### config.mk
export PLATFORM = sky130hd
export DESIGN_NAME = mclh_top
export DESIGN_NICKNAME = d
export VERILOG_FILES = /design/src/design/mclh_pkg.sv /design/src/design/mclh_sync.sv /design/src/design/mclh_top.sv
export SDC_FILE = /design/constraint.sdc
export NUM_CORES = 1
export LEC_CHECK = 0
export BUFFER_PORTS_ARGS = -buffer_cell sky130_fd_sc_hd__buf_2
export CORE_ASPECT_RATIO = 0.6
export CORE_UTILIZATION = 45
export CTS_CLUSTER_SIZE = 12
export DETAILED_ROUTE_END_ITERATION = 12
export PLACE_DENSITY = 0.85
export SLEW_MARGIN = 20
export SYNTH_ARGS = -nofsm -noshare
export SYNTH_HDL_FRONTEND = slang
export SYNTH_HIERARCHICAL = 1
export SYNTH_SLANG_ARGS = --single-unit
### constraint.sdc
create_clock -name SYS_CLK -period 2 [get_ports SYS_CLK]
set_input_delay 0.4 -clock SYS_CLK [delete_from_list [all_inputs] [get_ports SYS_CLK]]
set_output_delay 0.4 -clock SYS_CLK [all_outputs]
set_load 0.02 [all_outputs]
### src/design/mclh_pkg.sv
// Package with constants, register map and variant, lead and configuration types of the control-lead block.
package mclh_pkg;

  localparam int          MCLH_CLK_HZ        = 20000000;
  localparam int          MCLH_CTS_DELAY_US  = 100;
  localparam int          MCLH_CTS_DELAY_CYC = (MCLH_CTS_DELAY_US * (MCLH_CLK_HZ / 1000000) > 0) ?
                                               MCLH_CTS_DELAY_US * (MCLH_CLK_HZ / 1000000) : 1;

  localparam logic [7:0]  MCLH_ADR_CTRL  = 8'h00;
  localparam logic [7:0]  MCLH_ADR_STAT  = 8'h04;
  localparam logic [7:0]  MCLH_ADR_IRQ   = 8'h08;
  localparam logic [7:0]  MCLH_ADR_MASK  = 8'h0C;
  localparam logic [7:0]  MCLH_ADR_ID    = 8'h10;

  localparam int          MCLH_CTRL_VARIANT_LO = 0;
  localparam int          MCLH_CTRL_FLOW       = 2;
  localparam int          MCLH_CTRL_GATE       = 3;
  localparam int          MCLH_CTRL_POL        = 4;
  localparam int          MCLH_CTRL_DSR_EIA    = 5;
  localparam logic [5:0]  MCLH_CTRL_RESET      = 6'h00;

  localparam int          MCLH_EV_CTS_ON  = 0;
  localparam int          MCLH_EV_CTS_OFF = 1;
  localparam int          MCLH_EV_CD_LOST = 2;
  localparam int          MCLH_EV_CD_UP   = 3;
  localparam int          MCLH_EV_LLB     = 4;
  localparam int          MCLH_EV_RLB     = 5;
  localparam int          MCLH_EV_W       = 6;

  localparam logic [31:0] MCLH_ID_VALUE = 32'h00C0FFEE;

  typedef enum logic [1:0] {
    MCLH_VAR_LOW_BIAS,
    MCLH_VAR_HIGH_BIAS,
    MCLH_VAR_BALANCED,
    MCLH_VAR_RSVD
  } mclh_variant_t;

  typedef struct packed {
    logic rts;
    logic loop_local;
    logic loop_remote;
  } mclh_lead_in_t;

  typedef struct packed {
    mclh_variant_t variant;
    logic          flow_ctrl;
    logic          cts_gate_cd;
    logic          alarm_polarity_select;
    logic          dsr_eia;
  } mclh_cfg_t;

endpackage

### src/design/mclh_sync.sv
// Two-stage synchroniser for a group of asynchronous input leads.
module mclh_sync #(
  parameter int WIDTH = 3
) (
  input  wire logic             clk,
  input  wire logic             rst,
  input  wire logic [WIDTH-1:0] async_in,
  output logic      [WIDTH-1:0] sync_out
);

  logic [WIDTH-1:0] meta_q;

  initial begin
    if (WIDTH < 1) begin
      $error("mclh_sync: WIDTH must be at least one");
    end
  end

  // The first stage feeds only the second stage, so metastability never reaches logic.
  always_ff @(posedge clk) begin
    if (rst) begin
      meta_q   <= '0;
      sync_out <= '0;
    end else begin
      meta_q   <= async_in;
      sync_out <= meta_q;
    end
  end

endmodule

### src/design/mclh_top.sv
// Control-lead logic of the fiber modem user interface with a Wishbone register file.
module mclh_top
  import mclh_pkg::*;
#(
  parameter int CTS_DELAY_CYC = MCLH_CTS_DELAY_CYC
) (
  input  wire logic        SYS_CLK,
  input  wire logic        RST,
  input  wire logic        RTS_IN,
  input  wire logic        RTS_CONNECTED,
  input  wire logic        LOOP_LOCAL_IN,
  input  wire logic        LOOP_REMOTE_IN,
  input  wire logic        OPTICAL_CARRIER_VALID,
  input  wire logic        IFACE_TEST_ACTIVE,
  input  wire logic        WB_CYC_I,
  input  wire logic        WB_STB_I,
  input  wire logic        WB_WE_I,
  input  wire logic [7:0]  WB_ADR_I,
  input  wire logic [3:0]  WB_SEL_I,
  input  wire logic [31:0] WB_DAT_I,
  output logic      [31:0] WB_DAT_O,
  output logic             WB_ACK_O,
  output logic             CTS_OUT,
  output logic             DSR_OUT,
  output logic             TEST_MODE_OUT,
  output logic             LOCAL_LOOP_START,
  output logic             REMOTE_LOOP_START,
  output logic             FAR_DCD_CTRL,
  output logic             ALARM_CONTACT_CLOSED,
  output logic             IRQ
);

  import mclh_pkg::*;

  initial begin
    if (CTS_DELAY_CYC < 1 || CTS_DELAY_CYC > 65535) begin
      $error("mclh_top: CTS_DELAY_CYC out of range");
    end
  end

  function automatic logic rts_effective(input mclh_variant_t v, input logic conn, input logic lvl);
    logic r;
    r = lvl;
    if (!conn) begin
      r = (v == MCLH_VAR_HIGH_BIAS);
    end
    return r;
  endfunction

  logic [5:0]          ctrl_q;
  logic [MCLH_EV_W-1:0] irq_stat_q;
  logic [MCLH_EV_W-1:0] irq_mask_q;
  logic [15:0]         delay_cnt_q;
  logic                cts_q;
  logic                cd_seen_q;
  logic                cd_prev_q;
  logic                llb_q;
  logic                rlb_q;
  logic                llb_prev_q;
  logic                rlb_prev_q;
  logic [2:0]          leads_sync;
  mclh_lead_in_t       lead_sync;
  mclh_cfg_t           cfg;

  // Raw RTS and loopback leads are asynchronous to the modem clock; they are only used after this.
  mclh_sync #(
    .WIDTH (3)
  ) u_sync (
    .clk      (SYS_CLK),
    .rst      (RST),
    .async_in ({rts_effective(cfg.variant, RTS_CONNECTED, RTS_IN), LOOP_LOCAL_IN, LOOP_REMOTE_IN}),
    .sync_out (leads_sync)
  );

  assign lead_sync = mclh_lead_in_t'(leads_sync);

  wire logic [1:0] var_bits = ctrl_q[MCLH_CTRL_VARIANT_LO +: 2];
  // The reserved variant code behaves like the low-bias part, the safe choice.
  assign cfg.variant               = (var_bits == 2'h3) ? MCLH_VAR_LOW_BIAS : mclh_variant_t'(var_bits);
  assign cfg.flow_ctrl             = ctrl_q[MCLH_CTRL_FLOW];
  assign cfg.cts_gate_cd           = ctrl_q[MCLH_CTRL_GATE];
  assign cfg.alarm_polarity_select = ctrl_q[MCLH_CTRL_POL];
  assign cfg.dsr_eia               = ctrl_q[MCLH_CTRL_DSR_EIA];

  wire logic rts_s      = lead_sync.rts;
  wire logic testing    = llb_q | rlb_q;
  // The grant condition uses only local leads and local carrier state.
  wire logic cts_want   = rts_s & (!cfg.cts_gate_cd | OPTICAL_CARRIER_VALID);
  wire logic delay_done = (delay_cnt_q == 16'(CTS_DELAY_CYC));
  wire logic cts_d      = cts_want & delay_done;
  wire logic alarm      = !(OPTICAL_CARRIER_VALID & cd_seen_q);
  // Polarity clear means the contact closes on alarm; set means it opens.
  wire logic contact_d  = cfg.alarm_polarity_select ? !alarm : alarm;
  // Default DSR drops during any test; EIA mode keeps it on only while the test runs through the interface.
  wire logic dsr_d      = cfg.dsr_eia ? (!testing | IFACE_TEST_ACTIVE) : !testing;

  wire logic [MCLH_EV_W-1:0] events = {
    rlb_q & !rlb_prev_q,
    llb_q & !llb_prev_q,
    OPTICAL_CARRIER_VALID & !cd_prev_q,
    !OPTICAL_CARRIER_VALID & cd_prev_q,
    cts_q & !cts_d,
    !cts_q & cts_d
  };

  wire logic        wb_req   = WB_CYC_I & WB_STB_I & !WB_ACK_O;
  wire logic        wb_wr    = wb_req & WB_WE_I & WB_SEL_I[0];
  wire logic        wr_ctrl  = wb_wr & (WB_ADR_I == MCLH_ADR_CTRL);
  wire logic        wr_irq   = wb_wr & (WB_ADR_I == MCLH_ADR_IRQ);
  wire logic        wr_mask  = wb_wr & (WB_ADR_I == MCLH_ADR_MASK);
  wire logic [31:0] stat_word = {24'h000000, alarm, cd_seen_q, rlb_q, llb_q, DSR_OUT, CTS_OUT, rts_s,
                                 OPTICAL_CARRIER_VALID};
  wire logic [31:0] rd_data  =
    (WB_ADR_I == MCLH_ADR_CTRL) ? {26'h0000000, ctrl_q} :
    (WB_ADR_I == MCLH_ADR_STAT) ? stat_word :
    (WB_ADR_I == MCLH_ADR_IRQ)  ? {26'h0000000, irq_stat_q} :
    (WB_ADR_I == MCLH_ADR_MASK) ? {26'h0000000, irq_mask_q} :
    (WB_ADR_I == MCLH_ADR_ID)   ? MCLH_ID_VALUE : 32'h00000000;

  // Set beats clear so an event landing on the clearing write is kept.
  wire logic [MCLH_EV_W-1:0] irq_stat_d =
    events | (irq_stat_q & ~(wr_irq ? WB_DAT_I[MCLH_EV_W-1:0] : '0));

  always_ff @(posedge SYS_CLK) begin
    if (RST) begin
      WB_ACK_O <= 1'b0;
      WB_DAT_O <= 32'h00000000;
    end else begin
      WB_ACK_O <= wb_req;
      WB_DAT_O <= wb_req ? rd_data : 32'h00000000;
    end
  end

  always_ff @(posedge SYS_CLK) begin
    if (RST) begin
      ctrl_q     <= MCLH_CTRL_RESET;
      irq_stat_q <= '0;
      irq_mask_q <= '0;
      IRQ        <= 1'b0;
    end else begin
      if (wr_ctrl) begin
        ctrl_q <= WB_DAT_I[5:0];
      end
      if (wr_mask) begin
        irq_mask_q <= WB_DAT_I[MCLH_EV_W-1:0];
      end
      irq_stat_q <= irq_stat_d;
      IRQ        <= |(irq_stat_d & irq_mask_q);
    end
  end

  // The delay restarts whenever the grant condition drops, so brief RTS glitches never grant.
  always_ff @(posedge SYS_CLK) begin
    if (RST) begin
      delay_cnt_q <= 16'h0000;
    end else if (!cts_want) begin
      delay_cnt_q <= 16'h0000;
    end else if (!delay_done) begin
      delay_cnt_q <= delay_cnt_q + 16'h0001;
    end
  end

  // Reset values hold CTS off, tests idle and the alarm active.
  always_ff @(posedge SYS_CLK) begin
    if (RST) begin
      cts_q                <= 1'b0;
      CTS_OUT              <= 1'b0;
      cd_seen_q            <= 1'b0;
      cd_prev_q            <= 1'b0;
      llb_q                <= 1'b0;
      rlb_q                <= 1'b0;
      llb_prev_q           <= 1'b0;
      rlb_prev_q           <= 1'b0;
      DSR_OUT              <= 1'b0;
      TEST_MODE_OUT        <= 1'b0;
      LOCAL_LOOP_START     <= 1'b0;
      REMOTE_LOOP_START    <= 1'b0;
      FAR_DCD_CTRL         <= 1'b0;
      ALARM_CONTACT_CLOSED <= 1'b1;
    end else begin
      cts_q                <= cts_d;
      CTS_OUT              <= cts_d;
      cd_seen_q            <= cd_seen_q | OPTICAL_CARRIER_VALID;
      cd_prev_q            <= OPTICAL_CARRIER_VALID;
      llb_q                <= lead_sync.loop_local;
      rlb_q                <= lead_sync.loop_remote;
      llb_prev_q           <= llb_q;
      rlb_prev_q           <= rlb_q;
      DSR_OUT              <= dsr_d;
      TEST_MODE_OUT        <= testing;
      LOCAL_LOOP_START     <= llb_q;
      REMOTE_LOOP_START    <= rlb_q;
      // Only RTS is ever sent to the far end, and only under flow control; DTR has no path.
      FAR_DCD_CTRL         <= cfg.flow_ctrl & rts_s;
      ALARM_CONTACT_CLOSED <= contact_d;
    end
  end

  a_cts_needs_rts: assert property (@(posedge SYS_CLK) disable iff (RST)
    CTS_OUT |-> $past(rts_s)) else $error("CTS asserted without RTS");

  a_cts_gate_cd: assert property (@(posedge SYS_CLK) disable iff (RST)
    (CTS_OUT && $past(cfg.cts_gate_cd)) |-> $past(OPTICAL_CARRIER_VALID))
    else $error("CTS without carrier when gated");

  a_cts_delay_min: assert property (@(posedge SYS_CLK) disable iff (RST)
    $rose(CTS_OUT) |-> $past(delay_cnt_q) == 16'(CTS_DELAY_CYC)) else $error("CTS rose before delay");

  a_far_dcd_local: assert property (@(posedge SYS_CLK) disable iff (RST)
    FAR_DCD_CTRL |-> $past(cfg.flow_ctrl)) else $error("Far DCD driven without flow control");

  a_alarm_contact: assert property (@(posedge SYS_CLK) disable iff (RST)
    ##1 ALARM_CONTACT_CLOSED == ($past(cfg.alarm_polarity_select) ^ $past(alarm)))
    else $error("Alarm contact wrong");

  a_alarm_no_carrier: assert property (@(posedge SYS_CLK) disable iff (RST)
    !OPTICAL_CARRIER_VALID |=> (ALARM_CONTACT_CLOSED != $past(cfg.alarm_polarity_select)))
    else $error("Alarm not raised without carrier");

  a_dsr_default: assert property (@(posedge SYS_CLK) disable iff (RST)
    (!cfg.dsr_eia && testing) |=> !DSR_OUT) else $error("DSR on during test");

  a_dsr_eia: assert property (@(posedge SYS_CLK) disable iff (RST)
    (cfg.dsr_eia && testing) |=> (DSR_OUT == $past(IFACE_TEST_ACTIVE))) else $error("DSR wrong in EIA mode");

  a_test_mode: assert property (@(posedge SYS_CLK) disable iff (RST)
    testing |=> TEST_MODE_OUT) else $error("Test mode not shown");

  a_far_dcd_rts: assert property (@(posedge SYS_CLK) disable iff (RST)
    (cfg.flow_ctrl && rts_s) |=> FAR_DCD_CTRL) else $error("Far DCD not forwarded");

  a_ack_pulse: assert property (@(posedge SYS_CLK) disable iff (RST)
    WB_ACK_O |=> !WB_ACK_O) else $error("Ack held longer than one cycle");

  a_loop_start: assert property (@(posedge SYS_CLK) disable iff (RST)
    LOOP_LOCAL_IN [*5] |-> LOCAL_LOOP_START) else $error("Local loopback not started");

  a_remote_start: assert property (@(posedge SYS_CLK) disable iff (RST)
    LOOP_REMOTE_IN [*5] |-> REMOTE_LOOP_START) else $error("Remote loopback not started");

  a_open_rts_high: assert property (@(posedge SYS_CLK) disable iff (RST)
    (!RTS_CONNECTED && cfg.variant == MCLH_VAR_HIGH_BIAS) [*3] |-> rts_s) else $error("Open RTS not asserted");

  a_open_rts_low: assert property (@(posedge SYS_CLK) disable iff (RST)
    (!RTS_CONNECTED && cfg.variant != MCLH_VAR_HIGH_BIAS) [*3] |=> !CTS_OUT) else $error("Open RTS granted CTS");

  a_reset_state: assert property (@(posedge SYS_CLK)
    $fell(RST) |-> (!CTS_OUT && !LOCAL_LOOP_START && !REMOTE_LOOP_START)) else $error("Bad state after reset");

  c_cts_grant:  cover property (@(posedge SYS_CLK) disable iff (RST) $rose(CTS_OUT));
  c_local_loop: cover property (@(posedge SYS_CLK) disable iff (RST) $rose(LOCAL_LOOP_START));
  c_flow_dcd:   cover property (@(posedge SYS_CLK) disable iff (RST) $rose(FAR_DCD_CTRL));
  c_irq:        cover property (@(posedge SYS_CLK) disable iff (RST) $rose(IRQ));
  c_dsr_eia:    cover property (@(posedge SYS_CLK) disable iff (RST) cfg.dsr_eia && testing && IFACE_TEST_ACTIVE);

endmodule

Word level (Yosys, flattened, before mapping)
Cells that the tools add are included.
{"block": "totals", "ram_bits": 0, "mem_count": 0, "ff_bits": 77, "rom_bits": 0, "out_inout_bits": 41, "latchBits": 0}
{"block": "classes", "n_mux": 10, "reduce_logical": 16, "n_div": 0, "multipliers": 0, "n_bitwise": 27, "n_eq_ne": 7, "shift": 0, "magnitude_cmp": 0, "addsub": 1}
{"op": "24-bit 2-to-1 mux", "n": 1}
{"op": "8-bit 2-to-1 mux", "n": 3}
{"op": "1-bit bitwise AND", "n": 17}
{"op": "16-bit by 1-bit adder with 16-bit output, second input constant", "n": 1}
{"op": "16-bit by 11-bit == test with 1-bit output, second input constant", "n": 1}
{"op": "8-bit by 4-bit == test with 1-bit output, second input constant", "n": 2}
{"op": "6-bit bitwise AND", "n": 2}
{"op": "6-bit 2-to-1 mux", "n": 2}
{"op": "6-bit OR reduction", "n": 2}
{"op": "1-bit logical NOT", "n": 10}
{"op": "8-bit by 3-bit == test with 1-bit output, second input constant", "n": 1}
{"op": "8-bit by 5-bit == test with 1-bit output, second input constant", "n": 1}
{"op": "8-bit logical NOT", "n": 1}
{"op": "6-bit inverter", "n": 1}
{"op": "6-bit bitwise OR", "n": 1}
{"op": "1-bit bitwise OR", "n": 4}
{"op": "2-bit OR reduction", "n": 2}
{"op": "1-bit 2-to-1 mux", "n": 3}
{"op": "3-bit OR reduction", "n": 1}
{"op": "2-bit by 1-bit == test with 1-bit output, second input constant", "n": 1}
{"op": "2-bit == test, second input constant", "n": 1}
{"op": "2-bit 2-to-1 mux", "n": 1}
{"op": "1-bit inverter", "n": 2}

Depth between registers and ports, before layout
{"block": "depth", "depth_word": 11, "ltp_mapped": 8}

By module
Netlist, hierarchy kept.
{"mod": "mclh_top", "cells_each": 289, "seq_area_each_um2": 1121.1, "n_inst": 1, "area_each_um2": 2570.0}
{"mod": "mclh_sync", "cells_each": 12, "seq_area_each_um2": 120.1, "n_inst": 1, "area_each_um2": 157.7}

Worst setup path after synthesis
OpenSTA, ideal clock, no wires.
{"block": "synth_timing", "path_type": "input port to flip-flop", "from": "input WB_ADR_I[2]", "to": "register IRQ", "setup_slack_ns": -0.048, "stages": 6, "arrival_time_ns": 1.925, "required_ns": 1.876, "setup_ns": 0.124, "cell_sequence": "or4b_2 > nor4_4 > o21ba_1 > a221oi_2 > a2bb2oi_1 > nand3_1"}
{"block": "synth_via", "elab_chain_len": 8}
{"item": "start: declaration", "line_no": "mclh_top.sv:18", "text": "input wire logic [7:0] WB_ADR_I,"}
{"item": "8-bit by 4-bit == test with 1-bit output", "line_no": "mclh_top.sv:109", "text": "wire logic wr_irq = wb_wr & (WB_ADR_I == MCLH_ADR_IRQ);"}
{"item": "1-bit bitwise AND", "line_no": "mclh_top.sv:109"}
{"item": "6-bit 2-to-1 mux", "line_no": "mclh_top.sv:122", "text": "events | (irq_stat_q & ~(wr_irq ? WB_DAT_I[MCLH_EV_W-1:0] : '0));"}
{"item": "6-bit inverter", "line_no": "mclh_top.sv:122"}
{"item": "6-bit bitwise AND", "line_no": "mclh_top.sv:122"}
{"item": "6-bit bitwise OR", "line_no": "mclh_top.sv:122"}
{"item": "6-bit bitwise AND", "line_no": "mclh_top.sv:148", "text": "IRQ <= |(irq_stat_d & irq_mask_q);"}
{"item": "6-bit OR reduction", "line_no": "mclh_top.sv:148"}
{"item": "end signal: assignment", "line_no": "mclh_top.sv:148"}
{"item": "end: declaration", "line_no": "mclh_top.sv:30", "text": "output logic IRQ"}
No other way between the ends.
A chain may end at the register's enable or synchronous reset.

Worst setup path in the final report
{"block": "layout_timing", "from": "input WB_ADR_I[0]", "to": "register IRQ"}
Same word-level chain as after synthesis.

==> flow_metrics.py <==
metrics = {
    "global_routing": {
        "grt_max_degree": 22,
        "grt_pass1_vias": 2173,
        "overflow": 0,
        "grt_usage_pct": 21.82,
        "grt_pass1_wl_um": 10380,
        "antenna_found_initial": 0,
    },
    "timing": {
        "period_share_pct": 97.16,
        "timing.fmax_ghz": 0.5146,
        "relSlewSlack_pct": 61.22,
        "slew_violations": 0,
        "hold_violations": 0,
        "finalSetupViolCount": 0,
        "fin_skew_ns": 0.007832,
        "fin_crit_ns": 1.943,
        "rsz0062_at_grt": "false",
        "worst_pin_slew_ns": 0.5796,
    },
    "clock_tree": {
        "cts_max_level": 3,
        "root_buffer": "clkbuf_8",
        "clk_pin_slew_ns": 0.06,
        "clock_path_buffers": 2,
        "cts_tree": "done",
        "numCtsBuffers": 9,
        "clock_sinks": 62,
        "holdBufCountCts": 0,
        "clk_latency_ns": 0.34,
    },
    "synthesis": {
        "synth_edf_count": 0,
        "ys_seq_elements": 62,
        "synth_ff_type": "dfxtp_1",
        "async_flop_share_pct": 0,
        "seq_area_frac_synth_pct": 45.50,
        "ys_types": 47,
        "postSynthCellCount": 301,
        "synth_warnings": 6,
        "netlist_area_um2": 2728,
        "synth_area_per_cell_um2": 9.062,
    },
    "final_layout": {
        "finalInstanceArea_um2": 3359,
        "area_growth_pct": 23.17,
        "antennaDiodeCount": 0,
        "finalNonFillerCells": 452,
        "layout_commonest_cell": "dfxtp_1",
        "final_cell_mix": "dfxtp_1 (62), buf_2 (51), nor2_1 (47)",
        "layout.nets": 424,
        "drive_above_1_share_pct": 26.61,
    },
    "setup_path": {
        "endpoint_kind": "register",
        "crit_arrival_ns": 2.16,
        "path_max_fanout": 5,
        "path_class": "in -> reg",
        "r2r_cells": 6,
        "start_kind": "input pin",
        "rrSetupSlack_ns": 0.19,
        "cp_data_required_time_ns": 2.22,
    },
    "placed_design": {
        "place_area_um2": 3088,
        "io_buffers": 52,
        "place_congestion": 0.8648,
        "hpwl_um": 4671,
        "placedCellCount": 436,
    },
    "power_and_ir_drop": {
        "leakage_nw": 1.454,
        "total_power_mw": 2.778,
        "powerDensity_nw_per_um2": 826.9,
        "vdd.ir_drop.worst_v": 0.0005026,
    },
    "floorplan": {
        "rows": 21,
        "io_pins": 96,
        "die_h_um": 62.31,
        "die_w_um": 102.5,
        "dieArea_um2": 6387,
        "initial_utilization_pct": 47.84,
        "core_area_um2": 5702,
    },
    "drt": {
        "drt_drc_violations_left": 0,
        "drtIter0Drc": 202,
        "routedWlPerCell_um": 14.13,
        "route.vias.total": 2308,
        "wirelength_um": 6388,
        "dr.pass1.iters": 4,
        "viasPerCell": 5.106,
        "drt.antenna.violating_nets": 0,
    },
    "status": {
        "status": "finished clean",
    },
    "min_path": {
        "hold_depth": 2,
        "min_path_type": "in -> reg",
    },
    "run": {
        "maxCapViolations": 0,
    },
}
[registers in the layout, indices dropped and copies added (netlist names)]
| register | cells |
|---|---|
| cd_seen_q | 1 |
| irq_mask_q | 6 |
| irq_stat_q | 6 |
| llb_q | 1 |
| delay_cnt_q | 16 |
| rlb_q | 1 |
| llb_prev_q | 1 |
| ctrl_q | 6 |
| cd_prev_q | 1 |
| u_sync/meta_q | 3 |
| FAR_DCD_CTRL | 1 |
| rlb_prev_q | 1 |
| ALARM_CONTACT_CLOSED | 1 |
| IRQ | 1 |
| DSR_OUT | 1 |
| cts_q | 1 |
| WB_ACK_O | 1 |
| WB_DAT_O | 9 |
| TEST_MODE_OUT | 1 |
| u_sync/sync_out | 3 |
[critical path, stage by stage]
cell	delay (ns)
buf_6	0.09
or4_4	0.55
nor4_4	0.29
buf_6	0.17
o21ba_4	0.16
a221oi_2	0.21
a2bb2oi_1	0.19
nand3_1	0.09
[where the power goes]
group / internal [mW] / total [mW] / leakage, nW / switching (mW)
clock network: 0.897 / 1.35 / 0.124 / 0.457
registers: 1.25 / 1.26 / 0.503 / 0.00968
logic: 0.0628 / 0.161 / 0.827 / 0.0984
total: 2.21 / 2.78 / 1.45 / 0.565
[area by class of cell]
type,instances,area [um^2]
flip-flops and latches,62,1241
well taps,80,100.1
fillers,498,2342
multi-input cells,216,1330
clock buffers,13,158.9
clock inverters,3,90.09
repair buffers,71,412.9
inverters,7,26.28
[cells in the mapped netlist (3+ instances only)]
cell type	n	area [um^2]
dfxtp_1	62	1241
nor2_1	47	176.4
buf_4	23	172.7
nand2_1	22	82.58
a21oi_1	17	85.08
mux2i_1	12	120.1
nor2b_1	11	68.82
o21ai_0	10	50.05
xor2_1	10	87.58
inv_1	7	26.28
nand2b_1	7	43.79
nand3_1	7	35.03
clkbuf_1	6	22.52
xnor2_1	6	52.55
and3_1	5	31.28
nor3_1	5	25.02
a21boi_0	3	22.52
nand3b_1	3	22.52
nand4_1	3	18.77
[metal layers]
metal	track usage, %	wire length, um	up-vias
met3	9.685	639	8
met1	29.48	3002	1068
li1	-	-	1117
met2	30.83	2692	115
met4	6.964	53	0
met5	0	0	-
[path summary, 6_finish.rpt]
path	from	to
setup reg to reg	delay_cnt_q[2]	IRQ
hold reg to reg	u_sync/sync_out[0]	rlb_q
setup / recovery	WB_ADR_I[0]	IRQ
hold / removal	LOOP_REMOTE_IN	u_sync/meta_q[0]
[per-stage QoR]
stage / TNS, ns / util, % / hold WS (ns) / worst slack (ns)
6_report: 0 / 58.92 / 0.2781 / 0.05682
5_1_grt: 0 / 58.92 / 0.2855 / 0.004815
4_1_cts: 0 / 58.53 / 0.2614 / 0.03985
3_5_place_dp: -0.7832 / 54.16 / 0.4305 / -0.3031
3_3_place_gp: -0.3539 / 54.16 / 0.4232 / -0.2936
2_1_floorplan: -0.01395 / - / 0.4138 / -0.01395
[cells by family after synthesis]
| kind of cell | synth area share (%) |
|---|---|
| buf+inv | 8.120 |
| fa+ha+maj | 0.9173 |
| other cells | 0.1375 |
| flops | 45.50 |
| simple gates | 23.90 |
| mux | 6.055 |
| compound gates | 10.23 |
| xor+xnor | 5.137 |
[timing repair]
action | 4_1_cts | 5_1_grt
endpoints found under the hold margin | 0 | 0
resized for setup | 0 | 4
endpoints found under the setup margin | 0 | 2
buffers inserted | 0 | 0
Note: power is estimated with default switching activity, not from simulation.
